File: config.mk
export PLATFORM = sky130hd
export DESIGN_NAME = bvm_ctrl
export DESIGN_NICKNAME = d
export VERILOG_FILES = /design/src/shared/bvm_pkg.sv /design/src/rtl/bvm_ctrl.sv /design/src/rtl/bvm_sync.sv /design/src/rtl/bvm_rate_tick.sv
export VERILOG_INCLUDE_DIRS = /design/src /design/src/shared
export SDC_FILE = /design/constraint.sdc
export NUM_CORES = 1
export LEC_CHECK = 0
export BUFFER_PORTS_ARGS = -buffer_cell sky130_fd_sc_hd__buf_4
export CORE_AREA = 8 8 130 132
export CTS_CLUSTER_DIAMETER = 30
export DETAILED_ROUTE_END_ITERATION = 10
export DIE_AREA = 0 0 138 140
export SYNTH_ARGS = -nofsm -noshare
export SYNTH_HDL_FRONTEND = slang
export SYNTH_SLANG_ARGS = --single-unit
File: constraint.sdc
create_clock -name clock -period 2.5 [get_ports clock]
set_input_delay 0.375 -clock clock [delete_from_list [all_inputs] [get_ports clock]]
set_output_delay 0.375 -clock clock [all_outputs]
set_load 0.05 [all_outputs]
File: src/shared/bvm_defs.svh
// Purpose: Offsets, field positions, reset values and timing counts of the brown-out monitor
// Assumes: 200 MHz system clock
// Notes: Register byte address is four times the register index
`ifndef BVM_DEFS_SVH
`define BVM_DEFS_SVH

// ----------------------------------------------------------------
// Register indices
// ----------------------------------------------------------------
`define BVM_IDX_MODE_CTRL 4'h0
`define BVM_IDX_LEVEL_SEL 4'h1
`define BVM_IDX_WARN_LEVEL 4'h8
`define BVM_IDX_WARN_IRQ_CTRL 4'h9
`define BVM_IDX_WARN_FLAGS 4'ha
`define BVM_IDX_WARN_STATUS 4'hb

// ----------------------------------------------------------------
// Field positions and reset values
// ----------------------------------------------------------------
`define BVM_SLEEP_LSB 0
`define BVM_ACTIVE_LSB 2
`define BVM_SAMPLE_RATE_BIT 4
`define BVM_IRQ_EN_BIT 0
`define BVM_TRIG_CFG_LSB 1
`define BVM_FLAG_BIT 0
`define BVM_WARN_LEVEL_RESET 2'h0
`define BVM_IRQ_CTRL_RESET 3'h0
`define BVM_WARN_IRQ_VECTOR 8'h05

// ----------------------------------------------------------------
// Timing
// ----------------------------------------------------------------
`define BVM_CLOCK_HZ 200000000
`define BVM_RATE_FAST_HZ 128
`define BVM_RATE_SLOW_HZ 32
`define BVM_DIV_FAST (`BVM_CLOCK_HZ / `BVM_RATE_FAST_HZ)
`define BVM_DIV_SLOW (`BVM_CLOCK_HZ / `BVM_RATE_SLOW_HZ)
`define BVM_SAMPLE_ON_NS 1000
`define BVM_SAMPLE_ON_CYCLES ((`BVM_SAMPLE_ON_NS * (`BVM_CLOCK_HZ / 1000000) + 999) / 1000)
`define BVM_UNLOCK_WINDOW 3'h4

`endif

File: src/shared/bvm_pkg.sv
// Purpose: Types shared by the brown-out monitor files
// Assumes: Nothing
// Notes: Numeric constants live in bvm_defs.svh
package bvm_pkg;

  typedef enum logic [1:0] {
    BVM_MODE_OFF = 2'h0,
    BVM_MODE_CONT = 2'h1,
    BVM_MODE_SAMPLED = 2'h2,
    BVM_MODE_CONT_WAIT = 2'h3
  } bvm_mode_t;

  typedef enum logic [1:0] {
    BVM_TRIG_FALLING = 2'h0,
    BVM_TRIG_RISING = 2'h1,
    BVM_TRIG_BOTH = 2'h2
  } bvm_trig_t;

  typedef struct packed {
    logic sample_rate_select;
    logic [1:0] active_mode;
    logic [1:0] sleep_mode;
    logic [2:0] brownout_threshold_level;
  } bvm_fuse_t;

  typedef struct packed {
    logic detector_power;
    logic [2:0] brownout_threshold_level;
    logic [1:0] warning_threshold_level;
  } bvm_analog_t;

endpackage : bvm_pkg

File: src/rtl/bvm_ctrl.sv
// Purpose: Brown-out detector and early-warning monitor control with Avalon-MM registers
// Assumes: Comparator and ready pins are asynchronous; sleep, debug and unlock come from clock domain
// Notes: One wait state on every bus access
// Summary of operation
// - Threshold, active mode and sleep mode load from fuses at every reset.
// - Threshold level and active mode are read-only to software.
// - Software may overwrite the deep-sleep mode field in the first control register.
// - Deep sleep switches to the sleep mode; waking returns to the active mode.
// - After wake-up the detector runs in the active mode setting.
// - Detector runs continuously or is powered briefly once per sample period.
// - Supply below brown-out threshold requests a system reset.
// - Setting the warning interrupt enable switches the warning monitor on.
// - Warning interrupt on falling, rising or either crossing per trigger field.
// - Warning monitor off while detector off; sampled when detector is sampled.
// - Enabling with both-direction trigger sets the flag whenever the detector is not in its off state.
// - Warning threshold chosen by level field, percent above brown-out level.
// - Warning interrupt is delivered on vector five.
// - Warning interrupt not taken while the CPU is halted in debug.
// - A warning condition sets the warning flag.
// - Request stands while enable and flag are set, until flag cleared.
// - Protected write without unlock leaves the field unchanged.
// - Sleep mode field is protected with the I/O register key.
// - Active mode codes: off, continuous, sampled, continuous with wake hold.
// - Trigger codes: falling, rising, both; other codes reserved.
// - Warning level codes: off, five, fifteen, twenty-five percent above.
// - Sample rate bit selects 128 Hz at zero, 32 Hz at one.
`timescale 1ns/1ps
`default_nettype none
`include "bvm_defs.svh"
module bvm_ctrl import bvm_pkg::*; #(
  parameter logic [23:0] DIV_FAST = 24'(`BVM_DIV_FAST),
  parameter logic [23:0] DIV_SLOW = 24'(`BVM_DIV_SLOW)
) (
  input wire logic clock,
  input wire logic reset_n,
  input wire logic [5:0] address,
  input wire logic read,
  input wire logic write,
  input wire logic [3:0] byteenable,
  input wire logic [31:0] writedata,
  output logic [31:0] readdata,
  output logic waitrequest,
  input wire bvm_fuse_t brownout_config_fuse,
  input wire logic deep_sleep,
  input wire logic cpu_debug_halt,
  input wire logic io_register_unlock_key,
  input wire logic cpu_instr_step,
  input wire logic cmp_below_brownout,
  input wire logic cmp_below_warning,
  input wire logic detector_ready,
  output bvm_analog_t analog_ctrl,
  output logic system_reset_req,
  output logic cpu_wake_hold,
  output logic warning_irq,
  output logic [7:0] warning_irq_vector
);

  // ----------------------------------------------------------------
  // Registers and state
  // ----------------------------------------------------------------
  typedef enum logic [3:0] {
    DS_OFF = 4'b0001,
    DS_CONT = 4'b0010,
    DS_WAIT = 4'b0100,
    DS_ON = 4'b1000
  } bvm_det_state_t;

  bvm_det_state_t state_reg;
  bvm_det_state_t state_next;
  logic sample_rate_reg;
  logic [1:0] active_mode_reg;
  logic [1:0] sleep_mode_reg;
  logic [2:0] brownout_level_reg;
  logic [1:0] warning_threshold_level_reg;
  logic warning_irq_enable_reg;
  logic [1:0] warning_trigger_cfg_reg;
  logic warning_irq_flag_reg;
  logic warning_below_status_reg;
  logic [2:0] unlock_count_reg;
  logic ack_reg;
  logic [7:0] on_count_reg;
  logic deep_sleep_reg;
  logic irq_enable_prev_reg;
  logic below_bod_sync;
  logic below_warn_sync;
  logic ready_sync;
  logic sample_tick;
  logic [1:0] eff_mode;
  logic mode_cont;
  logic mode_sampled;
  logic meas_now;
  logic warn_active;
  logic wr_fire;
  logic [3:0] reg_index;
  logic addr_ok;
  logic [7:0] read_value;
  logic warn_fall;
  logic warn_rise;
  logic warn_event;
  logic flag_clear;

  // ----------------------------------------------------------------
  // Input synchronisers and sample divider
  // ----------------------------------------------------------------
  bvm_sync #(.WIDTH(3)) u_sync (
    .clock(clock),
    .reset_n(reset_n),
    .async_in({cmp_below_brownout, cmp_below_warning, detector_ready}),
    .sync_out({below_bod_sync, below_warn_sync, ready_sync})
  );

  bvm_rate_tick #(.DIV_FAST(DIV_FAST), .DIV_SLOW(DIV_SLOW)) u_tick (
    .clock(clock),
    .reset_n(reset_n),
    .enable(state_reg == DS_WAIT),
    .slow_sel(sample_rate_reg),
    .tick(sample_tick)
  );

  // ----------------------------------------------------------------
  // Avalon-MM slave
  // ----------------------------------------------------------------
  // Byte address is the index times four; misaligned addresses are unmapped
  assign reg_index = address[5:2];
  assign addr_ok = (address[1:0] == 2'h0);
  assign waitrequest = (read | write) & ~ack_reg;
  assign wr_fire = write & ack_reg & addr_ok & byteenable[0];

  always_ff @(posedge clock) begin
    if (!reset_n) begin
      ack_reg <= 1'b0;
    end else begin
      ack_reg <= (read | write) & ~ack_reg;
    end
  end

  always_comb begin
    read_value = 8'h00;
    if (addr_ok) begin
      case (reg_index)
        `BVM_IDX_MODE_CTRL: read_value = {3'h0, sample_rate_reg, active_mode_reg, sleep_mode_reg};
        `BVM_IDX_LEVEL_SEL: read_value = {5'h0, brownout_level_reg};
        `BVM_IDX_WARN_LEVEL: read_value = {6'h0, warning_threshold_level_reg};
        `BVM_IDX_WARN_IRQ_CTRL: read_value = {5'h0, warning_trigger_cfg_reg, warning_irq_enable_reg};
        `BVM_IDX_WARN_FLAGS: read_value = {7'h0, warning_irq_flag_reg};
        `BVM_IDX_WARN_STATUS: read_value = {7'h0, warning_below_status_reg};
        default: read_value = 8'h00;
      endcase
    end
  end

  // Read data is captured in the wait cycle so it is stable at the accepting edge
  always_ff @(posedge clock) begin
    if (!reset_n) begin
      readdata <= 32'h0;
    end else if (read & ~ack_reg) begin
      readdata <= {24'h0, read_value};
    end
  end

  // ----------------------------------------------------------------
  // Fuse-loaded configuration and protected sleep mode
  // ----------------------------------------------------------------
  // Fuse copy is taken by the synchronous reset branch on every reset
  always_ff @(posedge clock) begin
    if (!reset_n) begin
      sample_rate_reg <= brownout_config_fuse.sample_rate_select;
      active_mode_reg <= brownout_config_fuse.active_mode;
      brownout_level_reg <= brownout_config_fuse.brownout_threshold_level;
    end
  end

  always_ff @(posedge clock) begin
    if (!reset_n) begin
      sleep_mode_reg <= brownout_config_fuse.sleep_mode;
    end else if (wr_fire && reg_index == `BVM_IDX_MODE_CTRL && unlock_count_reg != 3'h0) begin
      // Only the sleep field is writable; the other fields ignore the write
      sleep_mode_reg <= writedata[`BVM_SLEEP_LSB +: 2];
    end
  end

  // Window opened by the I/O register key, counted down per retired instruction
  always_ff @(posedge clock) begin
    if (!reset_n) begin
      unlock_count_reg <= 3'h0;
    end else if (io_register_unlock_key) begin
      unlock_count_reg <= `BVM_UNLOCK_WINDOW;
    end else if (wr_fire && reg_index == `BVM_IDX_MODE_CTRL) begin
      unlock_count_reg <= 3'h0;
    end else if (cpu_instr_step && unlock_count_reg != 3'h0) begin
      unlock_count_reg <= unlock_count_reg - 3'h1;
    end
  end

  // ----------------------------------------------------------------
  // Warning monitor control registers
  // ----------------------------------------------------------------
  always_ff @(posedge clock) begin
    if (!reset_n) begin
      warning_threshold_level_reg <= `BVM_WARN_LEVEL_RESET;
    end else if (wr_fire && reg_index == `BVM_IDX_WARN_LEVEL) begin
      warning_threshold_level_reg <= writedata[1:0];
    end
  end

  always_ff @(posedge clock) begin
    if (!reset_n) begin
      {warning_trigger_cfg_reg, warning_irq_enable_reg} <= `BVM_IRQ_CTRL_RESET;
    end else if (wr_fire && reg_index == `BVM_IDX_WARN_IRQ_CTRL) begin
      warning_irq_enable_reg <= writedata[`BVM_IRQ_EN_BIT];
      warning_trigger_cfg_reg <= writedata[`BVM_TRIG_CFG_LSB +: 2];
    end
  end

  // ----------------------------------------------------------------
  // Detector mode selection and sequencing
  // ----------------------------------------------------------------
  // Reserved sleep code and threshold code zero both act as disabled
  assign eff_mode = deep_sleep ? sleep_mode_reg : active_mode_reg;
  assign mode_cont = (brownout_level_reg != 3'h0) &&
                     (eff_mode == BVM_MODE_CONT || (!deep_sleep && eff_mode == BVM_MODE_CONT_WAIT));
  assign mode_sampled = (brownout_level_reg != 3'h0) && eff_mode == BVM_MODE_SAMPLED;

  always_comb begin
    state_next = state_reg;
    case (state_reg)
      DS_OFF: begin
        if (mode_cont) begin
          state_next = DS_CONT;
        end else if (mode_sampled) begin
          state_next = DS_WAIT;
        end
      end
      DS_CONT: begin
        if (!mode_cont) begin
          state_next = mode_sampled ? DS_WAIT : DS_OFF;
        end
      end
      DS_WAIT: begin
        if (mode_cont) begin
          state_next = DS_CONT;
        end else if (!mode_sampled) begin
          state_next = DS_OFF;
        end else if (sample_tick) begin
          state_next = DS_ON;
        end
      end
      DS_ON: begin
        if (mode_cont) begin
          state_next = DS_CONT;
        end else if (!mode_sampled) begin
          state_next = DS_OFF;
        end else if (on_count_reg == 8'(`BVM_SAMPLE_ON_CYCLES - 1)) begin
          state_next = DS_WAIT;
        end
      end
      default: state_next = DS_OFF;
    endcase
  end

  always_ff @(posedge clock) begin
    if (!reset_n) begin
      state_reg <= DS_OFF;
    end else begin
      state_reg <= state_next;
    end
  end

  always_ff @(posedge clock) begin
    if (!reset_n || state_reg != DS_ON) begin
      on_count_reg <= 8'h0;
    end else begin
      on_count_reg <= on_count_reg + 8'h1;
    end
  end

  // Continuous mode measures every cycle; sampled mode at the end of the on window
  assign meas_now = (state_reg == DS_CONT) ||
                    (state_reg == DS_ON && on_count_reg == 8'(`BVM_SAMPLE_ON_CYCLES - 1));

  // ----------------------------------------------------------------
  // Brown-out reset request and wake hold
  // ----------------------------------------------------------------
  always_ff @(posedge clock) begin
    if (!reset_n || state_reg == DS_OFF) begin
      system_reset_req <= 1'b0;
    end else if (meas_now) begin
      system_reset_req <= below_bod_sync;
    end
  end

  always_ff @(posedge clock) begin
    if (!reset_n) begin
      deep_sleep_reg <= 1'b0;
    end else begin
      deep_sleep_reg <= deep_sleep;
    end
  end

  // Execution is held after wake until the analog detector reports it is running
  always_ff @(posedge clock) begin
    if (!reset_n) begin
      cpu_wake_hold <= 1'b0;
    end else if (deep_sleep_reg && !deep_sleep && active_mode_reg == BVM_MODE_CONT_WAIT &&
                 brownout_level_reg != 3'h0) begin
      cpu_wake_hold <= 1'b1;
    end else if (state_reg == DS_CONT && ready_sync) begin
      cpu_wake_hold <= 1'b0;
    end
  end

  // ----------------------------------------------------------------
  // Warning monitor status, flag and request
  // ----------------------------------------------------------------
  assign warn_active = (state_reg != DS_OFF) && warning_irq_enable_reg &&
                       (warning_threshold_level_reg != 2'h0);

  always_ff @(posedge clock) begin
    if (!reset_n) begin
      warning_below_status_reg <= 1'b0;
    end else if (warn_active && meas_now) begin
      warning_below_status_reg <= below_warn_sync;
    end
  end

  always_ff @(posedge clock) begin
    if (!reset_n) begin
      irq_enable_prev_reg <= 1'b0;
    end else begin
      irq_enable_prev_reg <= warning_irq_enable_reg;
    end
  end

  assign warn_fall = warn_active && meas_now && !warning_below_status_reg && below_warn_sync;
  assign warn_rise = warn_active && meas_now && warning_below_status_reg && !below_warn_sync;

  always_comb begin
    case (warning_trigger_cfg_reg)
      BVM_TRIG_FALLING: warn_event = warn_fall;
      BVM_TRIG_RISING: warn_event = warn_rise;
      BVM_TRIG_BOTH: warn_event = warn_fall | warn_rise;
      default: warn_event = 1'b0;
    endcase
    // Turning the enable on with both directions raises the flag unless the detector is in its off state
    if (warning_irq_enable_reg && !irq_enable_prev_reg && state_reg != DS_OFF &&
        warning_trigger_cfg_reg == BVM_TRIG_BOTH) begin
      warn_event = 1'b1;
    end
  end

  assign flag_clear = wr_fire && reg_index == `BVM_IDX_WARN_FLAGS && writedata[`BVM_FLAG_BIT];

  // A new event in the clearing cycle wins so no crossing is lost
  always_ff @(posedge clock) begin
    if (!reset_n) begin
      warning_irq_flag_reg <= 1'b0;
    end else if (warn_event) begin
      warning_irq_flag_reg <= 1'b1;
    end else if (flag_clear) begin
      warning_irq_flag_reg <= 1'b0;
    end
  end

  assign warning_irq = warning_irq_enable_reg & warning_irq_flag_reg & ~cpu_debug_halt;
  assign warning_irq_vector = `BVM_WARN_IRQ_VECTOR;

  assign analog_ctrl.detector_power = (state_reg == DS_CONT) || (state_reg == DS_ON);
  assign analog_ctrl.brownout_threshold_level = brownout_level_reg;
  assign analog_ctrl.warning_threshold_level = warning_threshold_level_reg;

  // ----------------------------------------------------------------
  // Assertions
  // ----------------------------------------------------------------
  property p_locked_write_ignored;
    @(posedge clock) disable iff (!reset_n)
      (wr_fire && reg_index == `BVM_IDX_MODE_CTRL && unlock_count_reg == 3'h0)
      |=> $stable(sleep_mode_reg);
  endproperty
  a_locked_write_ignored: assert property (p_locked_write_ignored) else $error("locked sleep write took effect");

  property p_ro_fields;
    @(posedge clock) disable iff (!reset_n)
      $past(reset_n) |-> $stable(active_mode_reg) && $stable(brownout_level_reg);
  endproperty
  a_ro_fields: assert property (p_ro_fields) else $error("fuse field changed outside reset");

  property p_unlocked_write;
    @(posedge clock) disable iff (!reset_n)
      (wr_fire && reg_index == `BVM_IDX_MODE_CTRL && unlock_count_reg != 3'h0 && !io_register_unlock_key)
      |=> sleep_mode_reg == $past(writedata[1:0]);
  endproperty
  a_unlocked_write: assert property (p_unlocked_write) else $error("unlocked sleep write lost");

  property p_window_length;
    @(posedge clock) disable iff (!reset_n)
      io_register_unlock_key ##1 (cpu_instr_step && !io_register_unlock_key && !wr_fire)[*4]
      |=> unlock_count_reg == 3'h0;
  endproperty
  a_window_length: assert property (p_window_length) else $error("unlock window outlasts four steps");

  property p_sample_on_width;
    @(posedge clock) disable iff (!reset_n)
      (state_reg == DS_WAIT && state_next == DS_ON) |=> (state_reg == DS_ON)[*8];
  endproperty
  a_sample_on_width: assert property (p_sample_on_width) else $error("sample window too short");

  property p_reset_req;
    @(posedge clock) disable iff (!reset_n)
      (state_reg == DS_CONT && mode_cont && below_bod_sync) |=> system_reset_req;
  endproperty
  a_reset_req: assert property (p_reset_req) else $error("brown-out reset not requested");

  property p_monitor_off;
    @(posedge clock) disable iff (!reset_n)
      (state_reg == DS_OFF) |=> $stable(warning_below_status_reg);
  endproperty
  a_monitor_off: assert property (p_monitor_off) else $error("monitor active with detector off");

  property p_flag_set;
    @(posedge clock) disable iff (!reset_n)
      warn_event |=> warning_irq_flag_reg;
  endproperty
  a_flag_set: assert property (p_flag_set) else $error("warning flag not set on event");

  property p_flag_clear;
    @(posedge clock) disable iff (!reset_n)
      (flag_clear && !warn_event) |=> !warning_irq_flag_reg ##1 (warning_irq_flag_reg == $past(warn_event));
  endproperty
  a_flag_clear: assert property (p_flag_clear) else $error("warning flag not cleared");

  property p_irq_level;
    @(posedge clock) disable iff (!reset_n)
      (warning_irq_flag_reg && !flag_clear) |=> warning_irq_flag_reg;
  endproperty
  a_irq_level: assert property (p_irq_level) else $error("warning request dropped before clear");

  property p_debug_block;
    @(posedge clock) disable iff (!reset_n)
      cpu_debug_halt |-> !warning_irq;
  endproperty
  a_debug_block: assert property (p_debug_block) else $error("request during debug halt");

  property p_both_enable;
    @(posedge clock) disable iff (!reset_n)
      ($rose(warning_irq_enable_reg) && state_reg != DS_OFF && warning_trigger_cfg_reg == BVM_TRIG_BOTH)
      |=> warning_irq_flag_reg;
  endproperty
  a_both_enable: assert property (p_both_enable) else $error("enable with both trigger did not set flag");

  property p_sleep_mode_used;
    @(posedge clock) disable iff (!reset_n)
      (deep_sleep && sleep_mode_reg == BVM_MODE_OFF) |=> ##1 state_reg == DS_OFF || !$past(deep_sleep);
  endproperty
  a_sleep_mode_used: assert property (p_sleep_mode_used) else $error("sleep mode not applied");

endmodule // bvm_ctrl
`default_nettype wire

File: src/rtl/bvm_sync.sv
// Purpose: Two flip-flop synchroniser for a group of levels
// Assumes: Inputs are asynchronous levels
// Notes: Stage one is read by stage two only
`timescale 1ns/1ps
`default_nettype none
module bvm_sync #(
  parameter int WIDTH = 1
) (
  input wire logic clock,
  input wire logic reset_n,
  input wire logic [WIDTH-1:0] async_in,
  output logic [WIDTH-1:0] sync_out
);
  logic [WIDTH-1:0] stage1_reg;

  always_ff @(posedge clock) begin
    if (!reset_n) begin
      stage1_reg <= '0;
      sync_out <= '0;
    end else begin
      stage1_reg <= async_in;
      sync_out <= stage1_reg;
    end
  end
endmodule // bvm_sync
`default_nettype wire

File: src/rtl/bvm_rate_tick.sv
// Purpose: Divider giving one-cycle sample ticks at one of two rates
// Assumes: Divisors are at least two
// Notes: Restarts the period whenever it is not enabled
`timescale 1ns/1ps
`default_nettype none
module bvm_rate_tick #(
  parameter logic [23:0] DIV_FAST = 24'd1562500,
  parameter logic [23:0] DIV_SLOW = 24'd6250000
) (
  input wire logic clock,
  input wire logic reset_n,
  input wire logic enable,
  input wire logic slow_sel,
  output logic tick
);
  logic [23:0] count_reg;
  logic [23:0] limit;

  assign limit = slow_sel ? DIV_SLOW - 24'h1 : DIV_FAST - 24'h1;

  always_ff @(posedge clock) begin
    if (!reset_n || !enable) begin
      count_reg <= 24'h0;
      tick <= 1'b0;
    end else if (count_reg >= limit) begin
      count_reg <= 24'h0;
      tick <= 1'b1;
    end else begin
      count_reg <= count_reg + 24'h1;
      tick <= 1'b0;
    end
  end
endmodule // bvm_rate_tick
`default_nettype wire

## After elaboration in Yosys (flattened, before gate mapping)

Cells that the tools add are included.

- Order comparisons: 1
- Reductions and logical operators: 49
- Multiply operators: 0
- Muxes and demuxes: 27
- Shift-type cells: 0
- Equality and inequality tests: 23
- Divide/modulo/power cells: 0
- Bitwise logic cells: 12
- Add/sub/neg operators: 3

Operators with widths:

| operator | count |
|---|---|
| 2-to-1 mux 4 bit | 9 |
| case mux 5 bit (6 select lines) | 1 |
| logical AND 1 bit | 25 |
| adder 24 x 1 -> 24 bit, second input constant | 1 |
| greater-or-equal comparator 24 bit | 1 |
| 2-to-1 mux 23 bit | 1 |
| equality test 4 bit, second input constant | 5 |
| case mux 4 bit (4 select lines) | 1 |
| 2-to-1 mux 3 bit | 4 |
| != test 4 bit, second input constant | 3 |
| nonzero test 3 bit | 3 |
| adder 8 x 1 -> 8 bit, second input constant | 1 |
| equality test 2 bit, second input constant | 4 |
| equality test 4 x 1 -> 1 bit, second input constant | 2 |
| equality test 8 bit, second input constant | 1 |
| AND 1 bit | 7 |
| logical NOT 1 bit | 6 |
| logical OR 1 bit | 6 |
| 2-to-1 mux 1 bit | 6 |
| 2-to-1 mux 2 bit | 3 |
| nonzero test 2 bit | 3 |
| 2-to-1 mux 5 bit | 1 |
| equality test 2 x 1 -> 1 bit, second input constant | 2 |
| equality test 4 x 2 -> 1 bit, second input constant | 1 |
| 14 further kinds | 18 |

- Bits in registers: 74
- Memories: 0
- Bits in writable memories: 0
- Memory bits (read-only): 0
- Bits of input ports: 61
- Latch bits: 0

## Logic depth before layout (Yosys ltp)

Gate-level depths: netlist (run 1).

- Depth in word-level cells: 10
- Depth in mapped cells: 8
- Depth with buffers taken out: 8

## Cells and area by module

Synthesis (run 1) repeated with hierarchy kept, for this count alone.

- Cells, all modules: 401
- Area, all modules: 3,612.2 sq um

By module, submodules not included:

| module | times used | area an instance (sq um) | cells an instance | sequential area each (sq um) |
|---|---|---|---|---|
| bvm_ctrl | 1 | 2,185.8 | 249 | 880.8 |
| bvm_rate_tick | 1 | 1,268.7 | 140 | 500.5 |
| bvm_sync | 1 | 157.7 | 12 | 120.1 |

## Worst setup path before layout (run 1)

No wires, ideal clock.

- Kind: flip-flop to flip-flop
- Start point: register state_reg[3]
- End point: register state_reg[2]
- Path slack: 0.326 ns
- Arrival: 2.083 ns
- Setup time: 0.091 ns
- Stages on the path, launching flop included: 6
- Clock period less this slack: 2.174 ns
- Required time: 2.409 ns
- Path through: dfxtp_1 buf_2 xnor2_1 nor3_1 a31oi_1 a311oi_1

- Word-level cells in the longest chain between the ends: 3
- Elaborated cells between the ends (all ways): 10

Ends and longest elaborated chain:

| item | line | RTL |
|---|---|---|
| start: declaration | bvm_ctrl.sv:68 | `bvm_det_state_t state_reg;` |
| start signal: assignment | bvm_ctrl.sv:265 | `state_reg <= state_next;` |
| equality test 4 x 3 -> 1 bit (tied with other cells) | bvm_ctrl.sv:226 | `case (state_reg)` |
| != test 4 bit (no line) (tied with other cells) | -- |  |
| AND reduction 4 bit (no line) | -- |  |

Several ways; a longest one is shown, not always the timed one.
A chain may end at the register's enable or synchronous reset.

## Worst setup path after layout (run 1)

- Start point: register sample_rate_reg
- End point: register u_tick.count_reg[13]

- Word-level cells in the longest chain between the ends: 3

Ends and longest elaborated chain:

| item | line | RTL |
|---|---|---|
| start: declaration | bvm_ctrl.sv:70 | `logic sample_rate_reg;` |
| start signal: assignment | bvm_ctrl.sv:167 | `sample_rate_reg <= brownout_config_fuse.sample_rate_select;` |
| 2-to-1 mux 23 bit | bvm_rate_tick.sv:19 | `assign limit = slow_sel ? DIV_SLOW - 24'h1 : DIV_FAST - 24'h1;` |
| greater-or-equal comparator 24 bit | bvm_rate_tick.sv:25 | `end else if (count_reg >= limit) begin` |
| OR reduction 2 bit (no line) | -- |  |
| end signal: assignment | bvm_rate_tick.sv:29 | `count_reg <= count_reg + 24'h1;` |
| end: declaration | bvm_rate_tick.sv:16 | `logic [23:0] count_reg;` |

No other way between the ends.

==> parameters.txt, run 1 <==
Parameter                              Value

Outcome
  Status ... completed

Hold path
  Hold Path Stages ... 1
  Kind of path behind the tightest hold check ... input pin to flop

Route
  Via count ... 2,869
  Total Routed Length ... 8.21 mm
  Number of vias per cell ... 4.43
  1st-iter DRT viols ... 124
  Detailed-router iteration count before antenna repair ... 4
  Drt drc ... 0
  Antenna-violating nets left ... 0
  Wirelength per Cell ... 12.7 µm

Floorplan
  Die Span Y ... 140 µm
  Horizontal extent of the die ... 138 µm
  Count of boundary I/O pins ... 111
  Initial Utilization ... 0.244
  Total Die Area ... 19,300 µm²
  Std-Cell Rows ... 45
  Total core area ... 14,900 µm²

Worst setup path
  Arrival @ worst endpoint ... 2.64 ns
  Origin of the critical flop-to-flop path ... sample_rate_reg
  Max FO, Critical Path ... 12
  Worst reg2reg setup slack ... 0.12 ns
  Crit Reg-Reg Endpoint ... u_tick.count_reg[13]
  Launch point of the critical path ... sample_rate_reg
  Startpoint class of the critical path ... flop
  Worst path required time ... 2.76 ns
  Worst Setup End Kind ... flop
  Worst setup path class ... flop to flop
  Cell count of the worst reg-to-reg path ... 7
  Endpoint of the worst setup timing path ... u_tick.count_reg[13]

Clock network
  CTS HTree Levels ... 3
  Skew-Pair Late Insertion Delay ... 0.33 ns
  Post-CTS clock slew at the launch and capture registers of the worst setup and hold paths ... 0.06 ns
  CTS tree ... yes
  Num Clock Sinks ... 71
  Hold-fix buffer count after cts ... 0
  Buffers from clock root to sink, at most ... 2
  Root buffer cell ... sky130_fd_sc_hd__clkbuf_16
  Number of CTS-inserted buffers ... 9

STA
  Final worst-path setup slack ... 0.120 ns
  Min Clock Period, post-route ... 2.38 ns
  Unrepaired setup endpoints after global routing ... false
  Slew at the pin closest to its max-slew limit ... 0.777 ns
  Worst clock skew ... 0.00639 ns
  Count of endpoints failing setup in the final report ... 0
  Post-route clock period utilization ... 0.952
  Worst relative slew slack ... 0.479
  Max Slew Vio Count ... 0
  F_max ... 420 MHz
  Final Hold Viols ... 0

Synth
  Mapped cell area ... 3620 µm²
  Dominant synthesized flop cell ... sky130_fd_sc_hd__dfxtp_1
  Fraction of post-synthesis cell area in the top cell type by area ... 0.348
  Number of instances in the synthesized netlist ... 406
  Netlist cell types ... 54
  Most area-hungry cell type in the Yosys netlist ... sky130_fd_sc_hd__dfxtp_1
  Post-synth EDFFs ... 8
  Synth cell count leaders ... 63 x sky130_fd_sc_hd__dfxtp_1, 63 x sky130_fd_sc_hd__nor2_1, 35 x sky130_fd_sc_hd__buf_4, 31 x sky130_fd_sc_hd__nand2_1, 18 x sky130_fd_sc_hd__xnor2_1
  Leading cell types by total area after synthesis ... sky130_fd_sc_hd__dfxtp_1 35%, sky130_fd_sc_hd__buf_4 7.3%, sky130_fd_sc_hd__edfxtp_1 6.6%
  Ys async rst share ... 0
  Synth Warn # ... 0
  Proportion of synthesized chip area in sequential cells ... 0.414
  Register bit total from synthesis ... 71
  Mean post-synth cell area ... 8.92 µm²

Global route
  Pin count of the biggest net entering global routing ... 25
  Overflow left after global routing ... 0
  Number of antenna violations at the first check in global routing ... 0
  Wire length of the first global-routing pass ... 13.8 mm
  Global-route total usage across every layer ... 0.0855
  Number of global-route vias before repair ... 2,836

Cells and area
  Flip-flop count of the largest register, all copies and words added ... 24
  Area taken by flip-flops and latches ... 1500 µm²
  Final core utilization ... 0.292
  Share of post-route cells with drive strength above 1 ... 0.172
  # nets final ... 527
  Signed area change from the synthesized netlist to the final layout ... 19.9%
  Antenna cell count ... 0
  Fill cells ... 1,555
  Area used by multi-input combinational logic ... 1920 µm²

Placed design
  Final HPWL DP ... 6.10 mm
  Last weighted congestion value of the routability-driven placer ... 0.806
  Port Buffers ... 43
  Worst Setup Slack post-DPL ... -0.128 ns

Pwr
  Final Power ... 0.00279 W
  Sw Ratio ... 0.287
  Internal power component ... 0.00199 W
  Part of the total power dissipated in the clock network ... 0.417
  Relative contribution of combinational cells to total power ... 0.139
  P_leak ... 1.69 nW
  Net switching power ... 0.000800 W
  P per Cell Area ... 642 nW/µm²
  Largest voltage drop on the vdd net ... 0.298 mV
  Sequential group share of total power ... 0.443

Run
  MaxCap Viol Count ... 0
metrics by stage:
step,TNS [ns],cell area (µm²),std cells,hold slack [ns]
after floorplan,0,3750,439,0.412
after global placement,-0.0782,4020,628,0.425
after detailed placement,-2.39,4020,628,0.432
after CTS,0,4300,644,0.201
after global routing,0,4350,647,0.198
final,0,4350,647,0.213
power by group through the flow:
stage / Combinational, W / Sequential [W] / Clock [W]
floorplan: 0.000333 / 0.00125 / 0
global placement: 0.000374 / 0.00126 / 0
detailed placement: 0.000380 / 0.00126 / 0
CTS: 0.000382 / 0.00124 / 0.00121
global route: 0.000423 / 0.00124 / 0.00126
finish: 0.000388 / 0.00124 / 0.00116
layer usage:
| layer | vias up | track usage | share of wire |
|---|---|---|---|
| met2 | 69 | 0.137 | 0.47 |
| met5 | - | 0 | 0 |
| met1 | 1356 | 0.0981 | 0.45 |
| li1 | 1431 | - | - |
| met4 | 0 | 0.0423 | 0.019 |
| met3 | 13 | 0.0328 | 0.064 |
layout by cell type (no fill, tap or decap), types with 2 or more instances in the layout:
cell type / n
sky130_fd_sc_hd__nand3_1: 17
sky130_fd_sc_hd__clkbuf_16: 9
sky130_fd_sc_hd__nand4b_1: 2
sky130_fd_sc_hd__nor3_1: 13
sky130_fd_sc_hd__nand4_1: 2
sky130_fd_sc_hd__nor2_1: 63
sky130_fd_sc_hd__o21ai_4: 2
sky130_fd_sc_hd__nor2b_1: 3
sky130_fd_sc_hd__buf_4: 51
sky130_fd_sc_hd__a31oi_1: 3
sky130_fd_sc_hd__xnor2_1: 18
sky130_fd_sc_hd__and2_1: 9
sky130_fd_sc_hd__or2_2: 2
sky130_fd_sc_hd__mux2_2: 3
sky130_fd_sc_hd__o21ai_0: 10
sky130_fd_sc_hd__nand2_1: 31
sky130_fd_sc_hd__ha_1: 12
sky130_fd_sc_hd__nor4_1: 6
sky130_fd_sc_hd__dfxtp_1: 63
sky130_fd_sc_hd__nor4b_1: 6
sky130_fd_sc_hd__nor4bb_1: 2
sky130_fd_sc_hd__conb_1: 35
sky130_fd_sc_hd__clkinv_4: 2
sky130_fd_sc_hd__and3_1: 9
sky130_fd_sc_hd__inv_1: 8
sky130_fd_sc_hd__edfxtp_1: 8
sky130_fd_sc_hd__a22oi_1: 5
sky130_fd_sc_hd__a211oi_1: 3
sky130_fd_sc_hd__clkinv_2: 3
sky130_fd_sc_hd__or3_1: 3
sky130_fd_sc_hd__xor2_1: 13
sky130_fd_sc_hd__nand3b_1: 2
sky130_fd_sc_hd__mux2i_1: 13
sky130_fd_sc_hd__a21oi_1: 6
cell families (layout without fill, tap and decap cells):
family / count (synthesis) / after routing / share of synthesized area
flops: 71 / 71 / 0.414
simple gates: 177 / 177 / 0.242
other cells: 2 / 35 / 0.00207
mux: 17 / 17 / 0.0514
buf+inv: 57 / 76 / 0.100
xor+xnor: 31 / 31 / 0.0749
compound gates: 39 / 40 / 0.0736
fa+ha+maj: 12 / 12 / 0.0414
final cells by class:
| cell class | count | area share |
|---|---|---|
| multi-input cells | 312 | 0.441 |
| flip-flops and latches | 71 | 0.346 |
| repair buffers | 51 | 0.0881 |
| well taps | 188 | 0.0541 |
| clock buffers | 9 | 0.0518 |
| clock inverters | 7 | 0.0112 |
| inverters | 9 | 0.00777 |
worst min-delay path by stage:
stage                                        from                     to  slack, ns
after global placement       u_sync.stage1_reg[1]     u_sync.sync_out[1]       0.43
after floorplan              u_sync.stage1_reg[0]     u_sync.sync_out[0]       0.41
final                     brownout_config_fuse[0]  brownout_level_reg[0]       0.21
after global routing      brownout_config_fuse[2]  brownout_level_reg[2]       0.20
after CTS                 brownout_config_fuse[0]  brownout_level_reg[0]       0.20
after detailed placement     u_sync.stage1_reg[1]     u_sync.sync_out[1]       0.43
timing repair:
item	in CTS	in global routing
gates resized for setup	1	2
gates cloned	0	1
pin swaps	0	2
buffers inserted	0	2
endpoints found under the setup margin	24	23
worst max-delay path, stage by stage, from the launching register on:
cell                       delay (ns)
sky130_fd_sc_hd__edfxtp_1        0.44
sky130_fd_sc_hd__buf_4           0.17
sky130_fd_sc_hd__ha_1            0.19
sky130_fd_sc_hd__or4_1           0.40
sky130_fd_sc_hd__a211o_1         0.32
sky130_fd_sc_hd__a221oi_4        0.39
sky130_fd_sc_hd__o21ai_4         0.20
sky130_fd_sc_hd__a21oi_1         0.18
No activity file was read; power rests on OpenSTA's default activity.
==> inputs of run 2 (changes only) <==
--- a/config.mk
+++ b/config.mk
@@ -7,10 +7,10 @@
 export NUM_CORES = 1
 export LEC_CHECK = 0
 export BUFFER_PORTS_ARGS = -buffer_cell sky130_fd_sc_hd__buf_4
-export CORE_AREA = 8 8 130 132
+export CORE_AREA = 2 2 124 126
 export CTS_CLUSTER_DIAMETER = 30
 export DETAILED_ROUTE_END_ITERATION = 10
-export DIE_AREA = 0 0 138 140
+export DIE_AREA = 0 0 126 128
 export SYNTH_ARGS = -nofsm -noshare
 export SYNTH_HDL_FRONTEND = slang
 export SYNTH_SLANG_ARGS = --single-unit
==> run 2 against run 1 <==
Combinational power down 2%. Largest cell class unchanged. Die area down 17%. Non-clock buffer count down 2. Hold slack worse by 0.0027 ns.
==> parameters.txt, run 2 (synthesis gave the netlist of run 1 again) <==
Parameter                              Value

Clock network
  CTS tree ... yes (unchanged)
  Post-CTS clock slew at the launch and capture registers of the worst setup and hold paths ... 0.07 ns (was 0.06 ns)
  Root buffer cell ... sky130_fd_sc_hd__clkbuf_16 (unchanged)
  Number of CTS-inserted buffers ... 9 (unchanged)
  Skew-Pair Late Insertion Delay ... 0.34 ns (was 0.33 ns)
  Num Clock Sinks ... 71 (unchanged)
  Buffers from clock root to sink, at most ... 2 (unchanged)
  CTS HTree Levels ... 3 (unchanged)

Pwr
  P per Cell Area ... 650 nW/µm² (was 642 nW/µm²)
  Final Power ... 0.00282 W (was 0.00279 W)
  Largest voltage drop on the vdd net ... 0.326 mV (was 0.298 mV)
  P_leak ... 1.68 nW (was 1.69 nW)

Cells and area
  Antenna cell count ... 0 (unchanged)
  # nets final ... 525 (was 527)
  Final core utilization ... 0.293 (was 0.292)
  Share of post-route cells with drive strength above 1 ... 0.171 (was 0.172)
  Signed area change from the synthesized netlist to the final layout ... 20.0% (was 19.9%)
  Flip-flop count of the largest register, all copies and words added ... 24 (unchanged)
  Commonest cells after routing, fill and taps aside ... 63 x sky130_fd_sc_hd__nor2_1, 63 x sky130_fd_sc_hd__dfxtp_1, 49 x sky130_fd_sc_hd__buf_4 (was 63 x sky130_fd_sc_hd__nor2_1, 63 x sky130_fd_sc_hd__dfxtp_1, 51 x sky130_fd_sc_hd__buf_4)

Global route
  Global-route total usage across every layer ... 0.0941 (was 0.0855)
  Overflow left after global routing ... 0 (unchanged)
  Pin count of the biggest net entering global routing ... 25 (unchanged)
  Number of antenna violations at the first check in global routing ... 0 (unchanged)
  Wire length of the first global-routing pass ... 12.4 mm (was 13.8 mm)
  Number of global-route vias before repair ... 2,648 (was 2,836)

Worst setup path
  Worst Setup End Kind ... flop (unchanged)
  Startpoint class of the critical path ... flop (unchanged)
  Max FO, Critical Path ... 12 (unchanged)
  Worst path required time ... 2.76 ns (about the same)
  Cell count of the worst reg-to-reg path ... 9 (was 7)
  Worst reg2reg setup slack ... 0.17 ns (was 0.12 ns)
  Worst setup path class ... flop to flop (unchanged)
  Arrival @ worst endpoint ... 2.59 ns (was 2.64 ns)
  Crit Reg-Reg Endpoint ... u_tick.count_reg[13] (unchanged)
  Origin of the critical flop-to-flop path ... sample_rate_reg (unchanged)

STA
  Worst clock skew ... 0.00892 ns (was 0.00639 ns)
  Unrepaired setup endpoints after global routing ... false (unchanged)
  Total negative slack ... 0 ns (unchanged)
  Post-route clock period utilization ... 0.933 (was 0.952)
  Worst relative slew slack ... 0.616 (was 0.479)
  Max Slew Vio Count ... 0 (unchanged)
  Final Hold Viols ... 0 (unchanged)
  Min Clock Period, post-route ... 2.33 ns (was 2.38 ns)
  Slew at the pin closest to its max-slew limit ... 0.570 ns (was 0.777 ns)
  Count of endpoints failing setup in the final report ... 0 (unchanged)
  F_max ... 429 MHz (was 420 MHz)

Route
  Antenna-violating nets left ... 0 (unchanged)
  Via count ... 2,837 (was 2,869)
  Number of vias per cell ... 4.40 (was 4.43)
  Wirelength per Cell ... 11.4 µm (was 12.7 µm)
  Drt drc ... 0 (unchanged)
  1st-iter DRT viols ... 96 (was 124)
  Total Routed Length ... 7.38 mm (was 8.21 mm)
  Detailed-router iteration count before antenna repair ... 4 (unchanged)

Floorplan
  Total core area ... 14,900 µm² (unchanged)
  Std-Cell Rows ... 45 (unchanged)
  Horizontal extent of the die ... 126 µm (was 138 µm)
  Initial Utilization ... 0.244 (unchanged)
  Count of boundary I/O pins ... 111 (unchanged)
  Total Die Area ... 16,100 µm² (was 19,300 µm²)
  Die Span Y ... 128 µm (was 140 µm)

Hold path
  Kind of path behind the tightest hold check ... input pin to flop (unchanged)
  Hold Path Stages ... 1 (unchanged)
  Hold EP ... active_mode_reg[1] (was brownout_level_reg[0])
  Hold path start ... brownout_config_fuse[6] (was brownout_config_fuse[0])

Placed design
  Last weighted congestion value of the routability-driven placer ... 0.840 (was 0.806)
  Port Buffers ... 43 (unchanged)
  Final HPWL DP ... 5.40 mm (was 6.10 mm)

Run
  MaxCap Viol Count ... 0 (unchanged)

Outcome
  Status ... completed (unchanged)
-- run 2: worst max-delay path, stage by stage (launching register included) --
cell,delay (ns)
sky130_fd_sc_hd__edfxtp_1,0.43
sky130_fd_sc_hd__inv_1,0.14
sky130_fd_sc_hd__buf_4,0.16
sky130_fd_sc_hd__ha_1,0.29
sky130_fd_sc_hd__a21o_1,0.18
sky130_fd_sc_hd__a211o_1,0.33
sky130_fd_sc_hd__a221oi_4,0.22
sky130_fd_sc_hd__buf_4,0.19
sky130_fd_sc_hd__o21ai_4,0.14
sky130_fd_sc_hd__a21oi_1,0.17
-- run 2: repair_timing --
item,in CTS,in global routing
hold buffers,0,0
gates cloned,0,1
setup buffers,0,1
pin swaps,0,2
gates resized for setup,1,3
setup endpoints to repair,23,24
-- run 2: worst max path at each step --
stage / startpoint / end / slack, ns / cells after the start
after floorplan: state_reg[3] / state_reg[2] / 0.33 / 5
after global placement: sample_rate_reg / u_tick.count_reg[3] / 0.05 / 7
after detailed placement: sample_rate_reg / u_tick.count_reg[11] / -0.02 / 7
after CTS: sample_rate_reg / u_tick.count_reg[13] / 0.08 / 8
after global routing: sample_rate_reg / u_tick.count_reg[16] / 0.004 / 8
final: sample_rate_reg / u_tick.count_reg[13] / 0.17 / 9
-- run 2: area by class of cell --
type	instances	area [µm²]
multi-input combinational	312	1920
clock buffer	9	225
timing repair buffer	49	368
inverter	9	33.8
fill	1562	10500
clock inverter	7	61.3
sequential	71	1500
tap	188	235
-- run 2: layer usage --
metal / GRT usage / share of wire / vias up
li1: - / - / 1433
met1: 0.114 / 0.45 / 1334
met2: 0.155 / 0.48 / 65
met3: 0.0296 / 0.053 / 5
met4: 0.0401 / 0.012 / 0
met5: 0 / 0 / -
-- run 2: report_power, final --
part / internal [W] / leakage, nW / switching (W)
clock network: 0.000690 / 0.135 / 0.000522
registers: 0.00119 / 0.589 / 0.0000439
logic: 0.000122 / 0.961 / 0.000257
-- run 2: per-stage QoR --
step	cell area, µm²	std cells	hold WS [ns]	setup WS, ns
after floorplan	3750	439	0.412	0.326
after global placement	4010	627	0.424	0.0517
after detailed placement	4010	627	0.433	-0.0209
after CTS	4310	643	0.194	0.0834
after global routing	4350	645	0.195	0.00431
final	4350	645	0.210	0.168
